$ cat src/pkg/hook_pkg.sv
// Package of offsets, reset values and carrier types for the hook register bank
package hook_pkg;

    // ****************************************************************
    // Register offsets (byte addresses)
    // ****************************************************************
    localparam logic [11:0] ID_PROG_OFFSET    = 12'h394;
    localparam logic [11:0] CLASS_PROG_OFFSET = 12'h39C;
    localparam logic [11:0] SUBSYS_PROG_OFFSET = 12'h3A0;
    localparam logic [11:0] LATGNT_PROG_OFFSET = 12'h3A4;
    localparam logic [11:0] SETUP_DONE_OFFSET  = 12'h3AC;

    // ****************************************************************
    // Reset values; identity defaults are arbitrary neutral values
    // ****************************************************************
    localparam logic [31:0] ID_PROG_RESET     = 32'h0000_0001;
    localparam logic [31:0] CLASS_PROG_RESET  = 32'h0000_0002;
    localparam logic [31:0] SUBSYS_PROG_RESET = 32'h0000_0000;
    localparam logic [15:0] LATGNT_PROG_RESET = 16'h0000;
    localparam logic        SETUP_DONE_RESET  = 1'b0;

    // ****************************************************************
    // Field layout
    // ****************************************************************
    localparam int LATGNT_WIDTH   = 16;
    localparam int SETUP_DONE_BIT = 0;
    localparam int DEFAULT_COUNT  = 4;

    // ****************************************************************
    // Carrier types
    // ****************************************************************
    typedef struct packed {
        logic [31:0] identity;
        logic [31:0] class_rev;
        logic [31:0] subsystem;
        logic [15:0] latency_grant;
    } defaults_type;

    typedef struct packed {
        logic [11:0] addr;
        logic        write;
        logic [31:0] wdata;
    } bus_req_type;

endpackage

$ cat src/pci_id_default_hooks.sv
// Hook register bank with APB slave, PCI-reset latch and external access gate
//
// Overview of operation
// - Identity program register, 32 bits, feeds vendor and part code mirror defaults.
// - Class program register, 32 bits, feeds class and revision mirror defaults.
// - Subsystem program register, reset zero, feeds subsystem mirror defaults.
// - Latency grant program: low 16 bits writable, upper 16 read zero.
// - External accesses held off until setup complete flag is one.
// - Setup complete bit 0: 0 blocks, 1 allows; upper bits read zero.
// - Setup complete flag resets to zero, blocking external accesses.
// - Each PCI reset copies the four program registers into their mirror fields; setup complete has no mirror.
// - Software may overwrite hook registers before the next PCI reset.
//
// Design decisions made here: register access over APB and the address map.
`timescale 1ns/10ps
`default_nettype none
module pci_id_default_hooks (
    // Clock and reset
    input  wire logic        clk,
    input  wire logic        rst,
    // APB slave
    input  wire logic        psel,
    input  wire logic        penable,
    input  wire logic        pwrite,
    input  wire logic [11:0] paddr,
    input  wire logic [31:0] pwdata,
    output var  logic [31:0] prdata,
    output var  logic        pready,
    output var  logic        pslverr,
    // PCI side
    input  wire logic        pci_reset,
    input  wire logic        ext_request,
    output var  logic        ext_allow,
    output var  logic        ext_retry,
    output var  logic [31:0] identity_mirror,
    output var  logic [31:0] class_mirror,
    output var  logic [31:0] subsystem_mirror,
    output var  logic [15:0] latency_grant_mirror
);
    // ****************************************************************
    // Register state
    // ****************************************************************
    hook_pkg::defaults_type prog_d;
    hook_pkg::defaults_type prog_q;
    hook_pkg::defaults_type mirror_w;
    logic                   done_d;
    logic                   done_q;
    logic [31:0]            rdata_d;
    logic [31:0]            rdata_q;
    logic                   err_d;
    logic                   err_q;
    logic                   ready_d;
    logic                   ready_q;
    logic                   setup_w;
    logic                   wr_w;
    logic                   hit_w;

    // Setup phase captures the answer; access phase completes with it
    assign setup_w = psel && !penable;
    assign wr_w    = psel && penable && ready_q && pwrite && !err_q;

    always_comb begin
        unique case (paddr)
            hook_pkg::ID_PROG_OFFSET,
            hook_pkg::CLASS_PROG_OFFSET,
            hook_pkg::SUBSYS_PROG_OFFSET,
            hook_pkg::LATGNT_PROG_OFFSET,
            hook_pkg::SETUP_DONE_OFFSET: hit_w = 1'b1;
            default:                     hit_w = 1'b0;
        endcase
    end

    always_comb begin
        prog_d  = prog_q;
        done_d  = done_q;
        rdata_d = rdata_q;
        // Error stands only in the access cycle, alongside pready
        err_d   = 1'b0;
        ready_d = 1'b0;
        if (setup_w) begin
            ready_d = 1'b1;
            err_d   = !hit_w;
            rdata_d = 32'h0000_0000;
            if (!pwrite) begin
                unique case (paddr)
                    hook_pkg::ID_PROG_OFFSET:     rdata_d = prog_q.identity;
                    hook_pkg::CLASS_PROG_OFFSET:  rdata_d = prog_q.class_rev;
                    hook_pkg::SUBSYS_PROG_OFFSET: rdata_d = prog_q.subsystem;
                    hook_pkg::LATGNT_PROG_OFFSET: rdata_d = {16'h0000, prog_q.latency_grant};
                    hook_pkg::SETUP_DONE_OFFSET:  rdata_d = {31'h0000_0000, done_q};
                    default:                      rdata_d = 32'h0000_0000;
                endcase
            end
        end
        // Writes land any time; mirrors only follow at the PCI reset
        if (wr_w) begin
            unique case (paddr)
                hook_pkg::ID_PROG_OFFSET:     prog_d.identity = pwdata;
                hook_pkg::CLASS_PROG_OFFSET:  prog_d.class_rev = pwdata;
                hook_pkg::SUBSYS_PROG_OFFSET: prog_d.subsystem = pwdata;
                hook_pkg::LATGNT_PROG_OFFSET: prog_d.latency_grant = pwdata[15:0];
                hook_pkg::SETUP_DONE_OFFSET:  done_d = pwdata[hook_pkg::SETUP_DONE_BIT];
                default:                      done_d = done_q;
            endcase
        end
    end

    always_ff @(posedge clk) begin
        if (rst) begin
            prog_q  <= '{hook_pkg::ID_PROG_RESET, hook_pkg::CLASS_PROG_RESET,
                         hook_pkg::SUBSYS_PROG_RESET, hook_pkg::LATGNT_PROG_RESET};
            done_q  <= hook_pkg::SETUP_DONE_RESET;
            rdata_q <= 32'h0000_0000;
            err_q   <= 1'b0;
            ready_q <= 1'b0;
        end else begin
            prog_q  <= prog_d;
            done_q  <= done_d;
            rdata_q <= rdata_d;
            err_q   <= err_d;
            ready_q <= ready_d;
        end
    end

    assign prdata  = rdata_q;
    assign pready  = ready_q;
    assign pslverr = err_q;

    // ****************************************************************
    // Submodules
    // ****************************************************************
    hook_mirror_latch u_latch (
        .clk            (clk),
        .rst            (rst),
        .pci_reset      (pci_reset),
        .program_values (prog_q),
        .mirror_values  (mirror_w)
    );

    access_gate u_gate (
        .clk         (clk),
        .rst         (rst),
        .setup_done  (done_q),
        .ext_request (ext_request),
        .ext_allow   (ext_allow),
        .ext_retry   (ext_retry)
    );

    assign identity_mirror      = mirror_w.identity;
    assign class_mirror         = mirror_w.class_rev;
    assign subsystem_mirror     = mirror_w.subsystem;
    assign latency_grant_mirror = mirror_w.latency_grant;

    // ****************************************************************
    // Reset and write checks
    // ****************************************************************
    done_reset_a: assert property (@(posedge clk)
        rst
        |=> (done_q == 1'b0 && prog_q.subsystem == 32'h0000_0000))
        else $error("Reset values wrong");

    id_write_a: assert property (@(posedge clk) disable iff (rst)
        wr_w && paddr == hook_pkg::ID_PROG_OFFSET
        |=> prog_q.identity == $past(pwdata))
        else $error("Identity program write lost");

    class_write_a: assert property (@(posedge clk) disable iff (rst)
        wr_w && paddr == hook_pkg::CLASS_PROG_OFFSET
        |=> prog_q.class_rev == $past(pwdata))
        else $error("Class program write lost");

    subsys_write_a: assert property (@(posedge clk) disable iff (rst)
        wr_w && paddr == hook_pkg::SUBSYS_PROG_OFFSET
        |=> prog_q.subsystem == $past(pwdata))
        else $error("Subsystem program write lost");

    prog_overwrite_a: assert property (@(posedge clk) disable iff (rst)
        wr_w && paddr == hook_pkg::LATGNT_PROG_OFFSET
        |=> prog_q.latency_grant == $past(pwdata[15:0]))
        else $error("Latency grant program write lost");

    done_write_a: assert property (@(posedge clk) disable iff (rst)
        wr_w && paddr == hook_pkg::SETUP_DONE_OFFSET
        |=> done_q == $past(pwdata[hook_pkg::SETUP_DONE_BIT]))
        else $error("Setup complete write lost");

    done_hold_a: assert property (@(posedge clk) disable iff (rst)
        !(wr_w && paddr == hook_pkg::SETUP_DONE_OFFSET)
        |=> $stable(done_q))
        else $error("Setup complete changed without a write");

    // ****************************************************************
    // Read checks
    // ****************************************************************
    id_read_a: assert property (@(posedge clk) disable iff (rst)
        setup_w && !pwrite && paddr == hook_pkg::ID_PROG_OFFSET
        |=> prdata == $past(prog_q.identity))
        else $error("Identity program read wrong");

    class_read_a: assert property (@(posedge clk) disable iff (rst)
        setup_w && !pwrite && paddr == hook_pkg::CLASS_PROG_OFFSET
        |=> prdata == $past(prog_q.class_rev))
        else $error("Class program read wrong");

    subsys_read_a: assert property (@(posedge clk) disable iff (rst)
        setup_w && !pwrite && paddr == hook_pkg::SUBSYS_PROG_OFFSET
        |=> prdata == $past(prog_q.subsystem))
        else $error("Subsystem program read wrong");

    latgnt_read_a: assert property (@(posedge clk) disable iff (rst)
        setup_w && !pwrite && paddr == hook_pkg::LATGNT_PROG_OFFSET
        |=> prdata[31:16] == 16'h0000)
        else $error("Latency grant upper bits not zero");

    latgnt_low_a: assert property (@(posedge clk) disable iff (rst)
        setup_w && !pwrite && paddr == hook_pkg::LATGNT_PROG_OFFSET
        |=> prdata[15:0] == $past(prog_q.latency_grant))
        else $error("Latency grant field read wrong");

    done_read_a: assert property (@(posedge clk) disable iff (rst)
        setup_w && !pwrite && paddr == hook_pkg::SETUP_DONE_OFFSET
        |=> prdata == {31'h0000_0000, $past(done_q)})
        else $error("Setup complete read wrong");

    // ****************************************************************
    // Bus response checks
    // ****************************************************************
    ready_answer_a: assert property (@(posedge clk) disable iff (rst)
        setup_w
        |=> pready)
        else $error("No ready in the access cycle");

    ready_single_a: assert property (@(posedge clk) disable iff (rst)
        pready
        |=> !pready)
        else $error("Ready stood longer than one cycle");

    unmapped_err_a: assert property (@(posedge clk) disable iff (rst)
        setup_w && !hit_w
        |=> (pready && pslverr))
        else $error("Unmapped access not flagged");

    mapped_ok_a: assert property (@(posedge clk) disable iff (rst)
        setup_w && hit_w
        |=> !pslverr)
        else $error("Mapped access flagged as error");

    unmapped_nowrite_a: assert property (@(posedge clk) disable iff (rst)
        pready && pslverr
        |=> ($stable(prog_q) && $stable(done_q)))
        else $error("Unmapped write changed a register");

    // ****************************************************************
    // Mirror and gate checks
    // ****************************************************************
    mirror_latch_a: assert property (@(posedge clk) disable iff (rst)
        pci_reset
        |=> identity_mirror == $past(prog_q.identity))
        else $error("Identity mirror not latched");

    class_latch_a: assert property (@(posedge clk) disable iff (rst)
        pci_reset
        |=> class_mirror == $past(prog_q.class_rev))
        else $error("Class mirror not latched");

    subsys_latch_a: assert property (@(posedge clk) disable iff (rst)
        pci_reset
        |=> subsystem_mirror == $past(prog_q.subsystem))
        else $error("Subsystem mirror not latched");

    latgnt_latch_a: assert property (@(posedge clk) disable iff (rst)
        pci_reset
        |=> latency_grant_mirror == $past(prog_q.latency_grant))
        else $error("Latency grant mirror not latched");

    id_hold_a: assert property (@(posedge clk) disable iff (rst)
        !pci_reset
        |=> $stable(identity_mirror))
        else $error("Identity mirror moved without PCI reset");

    class_hold_a: assert property (@(posedge clk) disable iff (rst)
        !pci_reset
        |=> $stable(class_mirror))
        else $error("Class mirror moved without PCI reset");

    mirror_stable_a: assert property (@(posedge clk) disable iff (rst)
        !pci_reset
        |=> $stable(subsystem_mirror))
        else $error("Mirror moved without PCI reset");

    latgnt_hold_a: assert property (@(posedge clk) disable iff (rst)
        !pci_reset
        |=> $stable(latency_grant_mirror))
        else $error("Latency grant mirror moved without PCI reset");

    gate_follow_a: assert property (@(posedge clk) disable iff (rst)
        !done_q
        |=> !ext_allow)
        else $error("External access allowed before setup complete");

    gate_open_a: assert property (@(posedge clk) disable iff (rst)
        done_q
        |=> ext_allow)
        else $error("External access not allowed after setup complete");

    gate_retry_a: assert property (@(posedge clk) disable iff (rst)
        ext_request && !done_q
        |=> ext_retry)
        else $error("Blocked external access not retried");

    gate_quiet_a: assert property (@(posedge clk) disable iff (rst)
        !ext_request || done_q
        |=> !ext_retry)
        else $error("Retry raised without a blocked access");
endmodule
`default_nettype wire

$ cat src/hook_mirror_latch.sv
// Mirror latch that copies hook defaults into bus-visible fields on PCI reset
`timescale 1ns/10ps
`default_nettype none
module hook_mirror_latch (
    // Clock and reset
    input  wire logic                 clk,
    input  wire logic                 rst,
    // Latch event and source defaults
    input  wire logic                 pci_reset,
    input  wire hook_pkg::defaults_type program_values,
    // Mirror fields
    output var  hook_pkg::defaults_type mirror_values
);
    hook_pkg::defaults_type mirror_d;
    hook_pkg::defaults_type mirror_q;

    always_comb begin
        mirror_d = mirror_q;
        // Only a PCI reset moves the mirrors; later program writes wait
        if (pci_reset) begin
            mirror_d = program_values;
        end
    end

    always_ff @(posedge clk) begin
        if (rst) begin
            mirror_q <= '{hook_pkg::ID_PROG_RESET, hook_pkg::CLASS_PROG_RESET,
                          hook_pkg::SUBSYS_PROG_RESET, hook_pkg::LATGNT_PROG_RESET};
        end else begin
            mirror_q <= mirror_d;
        end
    end

    assign mirror_values = mirror_q;

    // ****************************************************************
    // Checks
    // ****************************************************************
    mirror_copies_a: assert property (@(posedge clk) disable iff (rst)
        pci_reset |=> mirror_q == $past(program_values))
        else $error("Mirror did not take program values on PCI reset");

    mirror_holds_a: assert property (@(posedge clk) disable iff (rst)
        !pci_reset |=> mirror_q == $past(mirror_q))
        else $error("Mirror changed without PCI reset");
endmodule
`default_nettype wire

$ cat src/access_gate.sv
// Gate that holds off external host accesses until setup is complete
`timescale 1ns/10ps
`default_nettype none
module access_gate (
    // Clock and reset
    input  wire logic clk,
    input  wire logic rst,
    // Control
    input  wire logic setup_done,
    input  wire logic ext_request,
    // Result
    output var  logic ext_allow,
    output var  logic ext_retry
);
    logic allow_d;
    logic allow_q;
    logic retry_d;
    logic retry_q;

    always_comb begin
        allow_d = setup_done;
        retry_d = ext_request && !setup_done;
    end

    always_ff @(posedge clk) begin
        if (rst) begin
            allow_q <= 1'b0;
            retry_q <= 1'b0;
        end else begin
            allow_q <= allow_d;
            retry_q <= retry_d;
        end
    end

    assign ext_allow = allow_q;
    assign ext_retry = retry_q;

    blocked_retry_a: assert property (@(posedge clk) disable iff (rst)
        (ext_request && !setup_done) |=> (ext_retry && !ext_allow))
        else $error("External access not held off before setup done");
endmodule
`default_nettype wire

$ cat config.mk
export PLATFORM = sky130hd
export DESIGN_NAME = pci_id_default_hooks
export DESIGN_NICKNAME = d
export VERILOG_FILES = /design/src/pkg/hook_pkg.sv /design/src/pci_id_default_hooks.sv /design/src/hook_mirror_latch.sv /design/src/access_gate.sv
export SDC_FILE = /design/constraint.sdc
export NUM_CORES = 1
export LEC_CHECK = 0
export BUFFER_PORTS_ARGS = -buffer_cell sky130_fd_sc_hd__buf_2
export CORE_UTILIZATION = 35
export DETAILED_ROUTE_END_ITERATION = 10
export GPL_TIMING_DRIVEN = 0
export MAX_ROUTING_LAYER = met4
export PLACE_DENSITY_LB_ADDON = 0.2
export SLEW_MARGIN = 20
export SYNTH_ARGS = -nofsm -noshare
export SYNTH_HDL_FRONTEND = slang
export SYNTH_SLANG_ARGS = --single-unit
$ cat constraint.sdc
create_clock -name clk -period 1.8 [get_ports clk]
set_input_delay 0.27 -clock clk [delete_from_list [all_inputs] [get_ports clk]]
set_output_delay 0.27 -clock clk [all_outputs]
set_load 0.01 [all_outputs]
**Word level (Yosys, flattened, before mapping)**

Index checks and enable logic that the tools add are counted.

- Flip-flop bits (word level): 261
- Input bits: 51

- Equal/unequal tests: 5
- Mux-type cells: 4
- Bitwise logic cells: 1
- Reductions and logical operators: 17

Operators with widths:

| kind | number |
|---|---|
| one-hot mux 32 bit (5 select lines) | 1 |
| == test 12 x 10 -> 1 bit, second input constant | 5 |
| two-way mux 32 bit | 1 |
| AND reduction 2 bit | 5 |
| logical AND 1 bit | 6 |
| OR reduction 5 bit | 1 |
| zero test 1 bit | 4 |
| two-way mux 1 bit | 2 |
| OR reduction 2 bit | 1 |
| inverter 1 bit | 1 |

**Longest topological paths before layout**

Gate-level depths: netlist of run 1.

- Word-level depth: 5
- Gate-level depth with buffers: 8
- Depth with buffers taken out: 4

**By module**

A second synthesis of run 1 with hierarchy kept.

- Cell total of the unflattened synthesis: 1,121
- Area total of the unflattened synthesis: 10,571.4 um^2

Modules (own cells, without submodules):

| module | instances | cells an instance | area each (um^2) |
|---|---|---|---|
| pci_id_default_hooks | 1 | 756 | 6,470.0 |
| hook_mirror_latch | 1 | 361 | 4,042.6 |
| access_gate | 1 | 4 | 58.8 |

**Least setup slack after synthesis of run 1**

No wires, ideal clock.

- Path kind: in2reg
- Start point: input port paddr[11]
- End point: register prog_q[59] (netlist name)
- Library setup time: 0.072 ns
- Data arrival time: 1.732 ns
- Data required time: 1.728 ns
- Path slack: -0.004 ns
- Cell stages on the path: 6
- Cells stage by stage: or2_1 > nor4_4 > and2_1 > buf_4 > buf_6 > mux2i_1

- Cells in the longest elaborated chain, start to end: 2

RTL lines:

| what | RTL line | text |
|---|---|---|
| from (decl) | pci_id_default_hooks.sv:25 | `input wire logic [11:0] paddr,` |
| == test 12 x 10 -> 1 bit | pci_id_default_hooks.sv:97 | `unique case (paddr)` |
| AND reduction 2 bit (no line) | n/a |  |
| to (signal assigned) | pci_id_default_hooks.sv:110 | `prog_q <= '{hook_pkg::ID_PROG_RESET, hook_pkg::CLASS_PROG_RESET,` |
| to (signal assigned) | pci_id_default_hooks.sv:117 | `prog_q <= prog_d;` |
| to (decl) | pci_id_default_hooks.sv:44 | `hook_pkg::defaults_type prog_q;` |

Every way passes these cells.
A chain may end at the register's enable or synchronous reset.

**Final worst setup path of run 1**

- Start point: register err_q (netlist: pslverr)
- End point: register prog_q[9] (netlist name)

- Cells in the longest elaborated chain, start to end: 3

RTL lines:

| what | RTL line | text |
|---|---|---|
| from (decl) | pci_id_default_hooks.sv:51 | `logic err_q;` |
| from (signal assigned) | pci_id_default_hooks.sv:120 | `err_q <= err_d;` |
| zero test 1 bit | pci_id_default_hooks.sv:60 | `assign wr_w = psel && penable && ready_q && pwrite && !err_q;` |
| logical AND 1 bit | pci_id_default_hooks.sv:60 |  |
| AND reduction 2 bit (no line) | n/a |  |

Every way passes these cells.

==> results of run 1 <==
[cell usage after synthesis (2+ instances only)]
cell type | count | area share
sky130_fd_sc_hd__a22o_1 | 19 | 0.016
sky130_fd_sc_hd__nand2_1 | 16 | 0.0057
sky130_fd_sc_hd__inv_1 | 3 | 0.0011
sky130_fd_sc_hd__o21ai_0 | 3 | 0.0014
sky130_fd_sc_hd__nand3b_1 | 6 | 0.0043
sky130_fd_sc_hd__a21oi_1 | 4 | 0.0019
sky130_fd_sc_hd__dfxtp_1 | 261 | 0.50
sky130_fd_sc_hd__nand2b_1 | 145 | 0.087
sky130_fd_sc_hd__clkbuf_1 | 41 | 0.015
sky130_fd_sc_hd__nor2_1 | 117 | 0.042
sky130_fd_sc_hd__a211o_1 | 2 | 0.0017
sky130_fd_sc_hd__buf_4 | 3 | 0.0022
sky130_fd_sc_hd__nand4b_1 | 2 | 0.0017
sky130_fd_sc_hd__a221oi_1 | 3 | 0.0025
sky130_fd_sc_hd__buf_2 | 17 | 0.0081
sky130_fd_sc_hd__and3_1 | 3 | 0.0018
sky130_fd_sc_hd__a22oi_1 | 23 | 0.017
sky130_fd_sc_hd__o2bb2ai_1 | 18 | 0.015
sky130_fd_sc_hd__mux2_2 | 2 | 0.0022
sky130_fd_sc_hd__a2bb2oi_1 | 11 | 0.0092
sky130_fd_sc_hd__buf_6 | 3 | 0.0032
sky130_fd_sc_hd__nor2b_1 | 4 | 0.0024
sky130_fd_sc_hd__nor3b_1 | 2 | 0.0014
sky130_fd_sc_hd__buf_1 | 7 | 0.0025
sky130_fd_sc_hd__mux2i_1 | 252 | 0.24
[sequential cells by signal (all words and copies together) (netlist names)]
register               flops
done_q                     1
prdata                    32
pready                     1
prog_q                   112
pslverr                    1
u_gate.ext_allow           1
u_gate.ext_retry           1
u_latch.mirror_values    112
[layout make-up]
type / instances / area (µm²)
clock inverters: 12 / 114
plain buffers: 71 / 384
well taps: 384 / 480
multi-input cells: 648 / 4910
repair buffers: 202 / 1050
diodes: 1 / 2.50
clock buffers: 44 / 895
flip-flops and latches: 261 / 5230
inverters: 3 / 11.3
fillers: 2867 / 15900
[routing by layer]
metal | part of all wire | vias to the layer above | routed length [µm]
li1 | - | 3880 | -
met1 | 0.47 | 3830 | 15500
met2 | 0.46 | 246 | 15400
met3 | 0.061 | 27 | 2040
met4 | 0.012 | 0 | 388
met5 | 0 | - | 0
[repair_timing]
item	in CTS	in global routing
hold endpoints to repair	2	0
setup buffers	2	3
gates resized for setup	9	23
hold buffers	2	0
pin swaps	1	0
setup endpoints to repair	110	86
[power by group through the flow]
stage	Combinational, mW	Clock (mW)	Sequential (mW)
3_3_place_gp	0.597	0	5.91
2_1_floorplan	0.335	0	5.91
5_1_grt	0.638	6.50	5.78
3_5_place_dp	0.597	0	5.91
4_1_cts	0.602	6.24	5.78
6_report	0.606	6.16	5.78
[worst paths after layout]
| check | from | to | depth (start not counted) |
|---|---|---|---|
| max reg2reg | pslverr | prog_q[9] | 7 |
| min reg2reg | prdata[0] | prdata[0] | 1 |
| max | pslverr | prog_q[9] | 7 |
| min | pwdata[1] | prog_q[49] | 3 |
[kinds of logic (layout without fill, tap and decap cells)]
group / after synthesis / in the layout / synth area share
buffers and inverters: 74 / 332 / 0.0319
AND/OR/NAND/NOR: 310 / 310 / 0.160
multiplexers: 254 / 254 / 0.244
flip-flops: 261 / 261 / 0.500
AO/OA/AOI/OAI: 84 / 84 / 0.0649
other: 0 / 1 / 0
[critical path, cell delays in order, from the launching register on]
cell                       delay, ns
sky130_fd_sc_hd__dfxtp_1        0.31
sky130_fd_sc_hd__nand4b_1       0.21
sky130_fd_sc_hd__nor4_4         0.30
sky130_fd_sc_hd__buf_6          0.18
sky130_fd_sc_hd__buf_4          0.14
sky130_fd_sc_hd__nand2_4        0.12
sky130_fd_sc_hd__buf_8          0.20
sky130_fd_sc_hd__mux2i_1        0.12
==> Implementation_results.wiki, run 1 <==
{| class="wikitable"
! Metric !! Value
|-
| Post-layout util || 0.451
|-
| WS Path Type || flip-flop to flip-flop
|-
| Standard-cell rows || 62
|-
| Power density over the cells || 960 mW/mm²
|-
| Fraction of layout cells with a size suffix above 1 || 0.235
|-
| Final number of max-transition violations || 0
|-
| Pre-CTS setup slack || -0.895 ns
|-
| Final hold viol count || 0
|-
| Async SR Flop Fraction || 0
|-
| Required time of the critical path || 2.23 ns
|-
| Transition time of the tightest slew-check pin || 1.02 ns
|-
| Minimum hold slack || 0.0230 ns
|-
| Worst Setup End Kind || flip-flop
|-
| Total power || 12.6 mW
|-
| Post-Syn Instances || 983
|-
| Tightest slew margin relative to the limit || 0.323
|-
| H-tree levels || 1
|-
| Maximum number of pins on one net before global-route repair || 15
|-
| Die ar. || 0.0305 mm²
|-
| Clock tree from TritonCTS || built
|-
| Worst-path maximum fanout || 10
|-
| Global routing's busiest layer || met2
|-
| Reg-to-reg slack, setup || 0.08 ns
|-
| Total length of routed wires || 33300 µm
|-
| Average detailed-routed wire length per instance || 20.5 µm
|-
| Sw power || 2.84 mW
|-
| Count of TritonRoute iterations in the first routing pass || 5
|-
| Die H || 175 µm
|-
| Maximum operating frequency || 581 MHz
|-
| Post-route non-filler standard cell count || 1626
|-
| Number of remaining DRC errors || 0
|-
| Number of antenna violations at the first check in global routing || 1
|-
| Type of the tightest min-delay check || input pin to flip-flop
|-
| Vias in the first global route || 7888
|-
| Data arrival time at the worst-slack endpoint || 2.15 ns
|-
| Final clock skew || 0.0105 ns
|-
| Count of boundary I/O pins || 199
|-
| Bufs on Longest Clock Path || 3
|-
| GRT Resource Usage Total || 0.221
|-
| CTS Root Buffer Type || sky130_fd_sc_hd__clkbuf_16
|-
| Average cell area after synthesis || 10.6 µm²
|-
| Final critical delay including setup and external delays || 1.72 ns
|-
| Detailed-placement wirelength estimate || 23400 µm
|-
| Switching part of the total || 0.227
|-
| Final setup margin || 0.0775 ns
|-
| Total global routing overflow || 0
|-
| Net count after synthesis || 1034
|-
| Initial standard-cell utilization of the core || 0.360
|-
| Total internal power || 9.71 mW
|-
| Status || finished, final reports clean
|-
| Number of different library cells in the post-synthesis netlist || 41
|-
| Clock Power Share || 0.491
|-
| Number of nets in the layout || 1268
|-
| Die Span X || 175 µm
|-
| Max VDD drop || 0.667 mV
|-
| Placeable core region || 0.0290 mm²
|-
| Vias per cell || 4.91
|-
| Leakage power summed over all cells || 6.10 nW
|-
| P&R area growth vs syn || 25.1%
|-
| Clock buffers created by TritonCTS || 30
|-
| Global routing met2 resource utilization || 0.351
|-
| Dominant synthesized flop cell || sky130_fd_sc_hd__dfxtp_1
|-
| Yosys warnings || 0
|-
| Syn Std Cell Area || 0.0104 mm²
|-
| Remaining antenna violation count after routing || 0
|-
| Wire length of the first global-routing pass || 49300 µm
|-
| Sequential Power Share || 0.461
|-
| Leading cell types in the layout, fill and taps excluded || sky130_fd_sc_hd__dfxtp_1, sky130_fd_sc_hd__mux2i_1, sky130_fd_sc_hd__buf_2, sky130_fd_sc_hd__nand2b_1, sky130_fd_sc_hd__nor2_1
|-
| Total of flip-flops plus latches after synthesis || 261
|-
| Total via count in the routed design || 7983
|-
| Met3 global-route usage || 0.0398
|-
| Number of enable-type register cells in the synthesized netlist || 0
|-
| Most common cell after layout, fill and taps aside || sky130_fd_sc_hd__dfxtp_1
|-
| Final Wtd Congestion || 0.809
|-
| Number of maximum-capacitance constraint violations || 0
|-
| CTS sink count || 261
|-
| Part of the cycle the worst path needs || 0.957
|-
| Clk_lat worst skew || 0.54 ns
|-
| Final design instance area without fill || 0.0131 mm²
|-
| Iteration-0 DRC Markers || 533
|-
| Number of instances in the placed design || 1562
|-
| Number of I/O port buffers || 195
|-
| Post-CTS clock slew at the launch and capture registers of the worst setup and hold paths || 0.06 ns
|-
| Fin Setup TNS || 0 ns
|-
| Part of the Yosys area used for sequential elements || 0.500
|-
| Startpoint kind of the worst setup timing path || flip-flop
|-
| Instance area at placement || 0.0119 mm²
|-
| Met1 layer usage reported by global route || 0.293
|-
| Number of setup violations in the final report || 0
|-
| Comb pwr share || 0.048
|}
Note: power is estimated with default switching activity, not from simulation.
==> run 2, diff against run 1 <==
--- a/config.mk
+++ b/config.mk
@@ -10,7 +10,7 @@
 export DETAILED_ROUTE_END_ITERATION = 10
 export GPL_TIMING_DRIVEN = 0
 export MAX_ROUTING_LAYER = met4
-export PLACE_DENSITY_LB_ADDON = 0.2
+export PLACE_DENSITY_LB_ADDON = 0.1
 export SLEW_MARGIN = 20
 export SYNTH_ARGS = -nofsm -noshare
 export SYNTH_HDL_FRONTEND = slang
==> constraint.sdc (replaced) <==
create_clock -name clk -period 1.4 [get_ports clk]
set_input_delay 0.21 -clock clk [delete_from_list [all_inputs] [get_ports clk]]
set_output_delay 0.21 -clock clk [all_outputs]
set_load 0.01 [all_outputs]
==> run 2 against run 1 <==
  * The flow now finishes with violations (negative setup slack)
  * Clock skew is essentially flat
  * First-iteration DRC count shrank 8.3%
  * Total power grew 25%
  * Critical path depth shrank 1
  * Critical endpoint is now prdata[4]
  * Largest power group is now sequential cells
  * Highest routed layer unchanged
==> Implementation_results.wiki, run 2 (synthesis gave the netlist of run 1 again) <==
{| class="wikitable"
! Metric !! Value
|-
| Status || finished, violations left
|-
| Violations in the final reports || negative setup slack
|-
| Cell family with most CP delay || simple AND/OR/NAND/NOR gates
|-
| Most common cell after layout, fill and taps aside || sky130_fd_sc_hd__dfxtp_1
|-
| Count of TritonRoute iterations in the first routing pass || 5
|-
| Final design instance area without fill || 0.0135 mm²
|-
| Comb pwr share || 0.053
|-
| Final clock skew || 0.0101 ns
|-
| Pre-CTS setup slack || -1.20 ns
|-
| Leading cell types in the layout, fill and taps excluded || sky130_fd_sc_hd__dfxtp_1, sky130_fd_sc_hd__mux2i_1, sky130_fd_sc_hd__buf_2, sky130_fd_sc_hd__nand2b_1, sky130_fd_sc_hd__nor2_1
|-
| Clock Power Share || 0.471
|-
| Sequential Power Share || 0.476
|-
| Switching part of the total || 0.226
|-
| P&R area growth vs syn || 29.6%
|-
| Number of maximum-capacitance constraint violations || 0
|-
| Number of I/O port buffers || 195
|-
| Remaining antenna violation count after routing || 0
|-
| Worst-path maximum fanout || 10
|-
| Total internal power || 12.1 mW
|-
| Standard-cell rows || 62
|-
| Part of the cycle the worst path needs || 1.16
|-
| Die Span X || 175 µm
|-
| Die H || 175 µm
|-
| Number of remaining DRC errors || 0
|-
| Number of instances in the placed design || 1562
|-
| Post-layout util || 0.467
|-
| Average detailed-routed wire length per instance || 20.8 µm
|-
| Number of antenna violations at the first check in global routing || 1
|-
| Final hold viol count || 0
|-
| Power density over the cells || 1150 mW/mm²
|-
| WS Path Type || input pin to flip-flop
|-
| Fraction of layout cells with a size suffix above 1 || 0.254
|-
| Vias in the first global route || 7916
|-
| GRT Resource Usage Total || 0.227
|-
| Data arrival time at the worst-slack endpoint || 2.08 ns
|-
| Setup repair after global routing missed its margin || yes
|-
| Worst Setup End Kind || flip-flop
|-
| Leakage power summed over all cells || 6.30 nW
|-
| Required time of the critical path || 1.86 ns
|-
| Maximum operating frequency || 616 MHz
|-
| Post-CTS clock slew at the launch and capture registers of the worst setup and hold paths || 0.06 ns
|-
| H-tree levels || 1
|-
| Number of setup violations in the final report || 133
|-
| Worst stage delay on the critical path || 0.43 ns
|-
| Fin Setup TNS || -21.43 ns
|-
| Number of filler cells placed in the layout || 2827
|-
| Max VDD drop || 0.908 mV
|-
| CTS Root Buffer Type || sky130_fd_sc_hd__clkbuf_16
|-
| Final setup margin || -0.222 ns
|-
| Final critical delay including setup and external delays || 1.62 ns
|-
| Vias per cell || 4.83
|-
| Bufs on Longest Clock Path || 3
|-
| Startpoint kind of the worst setup timing path || input pin
|-
| Final number of max-transition violations || 0
|-
| Initial standard-cell utilization of the core || 0.360
|-
| Maximum number of pins on one net before global-route repair || 14
|-
| Total length of routed wires || 34200 µm
|-
| Total power || 15.6 mW
|-
| Minimum hold slack || 0.000746 ns
|-
| Sw power || 3.53 mW
|-
| Worst Path Buf+Inv || 2
|-
| Iteration-0 DRC Markers || 489
|-
| Standard cell with the maximum stage delay on the critical path || sky130_fd_sc_hd__nor4_2
|-
| Total via count in the routed design || 7953
|-
| CTS sink count || 261
|-
| Crit path cell chain || buf_2 -> or3b_1 -> nor4_2 -> nand3_2 -> clkbuf_2 -> a22oi_1
|-
| Transition time of the tightest slew-check pin || 1.11 ns
|-
| Count of boundary I/O pins || 199
|-
| Instance area at placement || 0.0120 mm²
|-
| Tightest slew margin relative to the limit || 0.257
|-
| Number of nets in the layout || 1296
|-
| Type of the tightest min-delay check || input pin to flip-flop
|-
| Clock buffers created by TritonCTS || 29
|-
| Final Wtd Congestion || 0.763
|-
| Die ar. || 0.0305 mm²
|-
| Detailed-placement wirelength estimate || 23500 µm
|-
| Post-route non-filler standard cell count || 1647
|-
| Clock tree from TritonCTS || built
|-
| Total global routing overflow || 0
|-
| Wire length of the first global-routing pass || 50300 µm
|-
| Placeable core region || 0.0290 mm²
|-
| Clk_lat worst skew || 0.55 ns
|}
[run 2: path summary, 6_finish.rpt]
check                           startpoint         end  slack [ns]  depth (start not counted)
worst min-delay path            pwdata[22]  prog_q[38]      0.0007                          3
worst min register to register   prdata[5]   prdata[5]        0.46                          2
worst max register to register     pslverr  prog_q[85]       -0.21                          6
worst max-delay path                   rst   prdata[4]       -0.22                          6
[run 2: worst min-delay path: cells and delay by family]
kind                   cells  cell delay [ns]
buffers and inverters      1             0.08
muxes                      1             0.13
and+or+nand+nor            1             0.09
[run 2: routing by layer]
layer  global-route usage  vias to the layer above  share of wire
li1                     -                     3919              -
met1                0.309                     3778           0.48
met2                0.351                      207           0.44
met3               0.0307                       49          0.050
met4               0.0598                        0          0.022
met5                    -                        -              0
[run 2: cell type report]
type | instances | area [µm²] | share of cell area
Antenna cell | 1 | 2.50 | 0.000185
Buffer | 70 | 473 | 0.0349
Clock buffer | 43 | 858 | 0.0634
Clock inverter | 5 | 50.0 | 0.00369
Inverter | 3 | 11.3 | 0.000831
Multi-Input combinational cell | 648 | 4980 | 0.367
Sequential cell | 261 | 5230 | 0.386
Tap cell | 384 | 480 | 0.0355
Timing Repair Buffer | 232 | 1470 | 0.108
[run 2: power groups by stage]
stage               logic, mW  registers (mW)  clock network, mW
finish                  0.832            7.44               7.37
global route            0.881            7.43               7.81
CTS                     0.835            7.44               7.50
detailed placement      0.787            7.60                  0
global placement        0.789            7.60                  0
floorplan               0.439            7.60                  0
[run 2: what timing repair did]
action | CTS | global route
setup buffers | 12 | 3
gates resized for setup | 44 | 15
pin swaps | 1 | 1
setup endpoints to repair | 254 | 176
endpoints found under the hold margin | 39 | 0
gates cloned | 2 | 3
hold buffers | 17 | 0
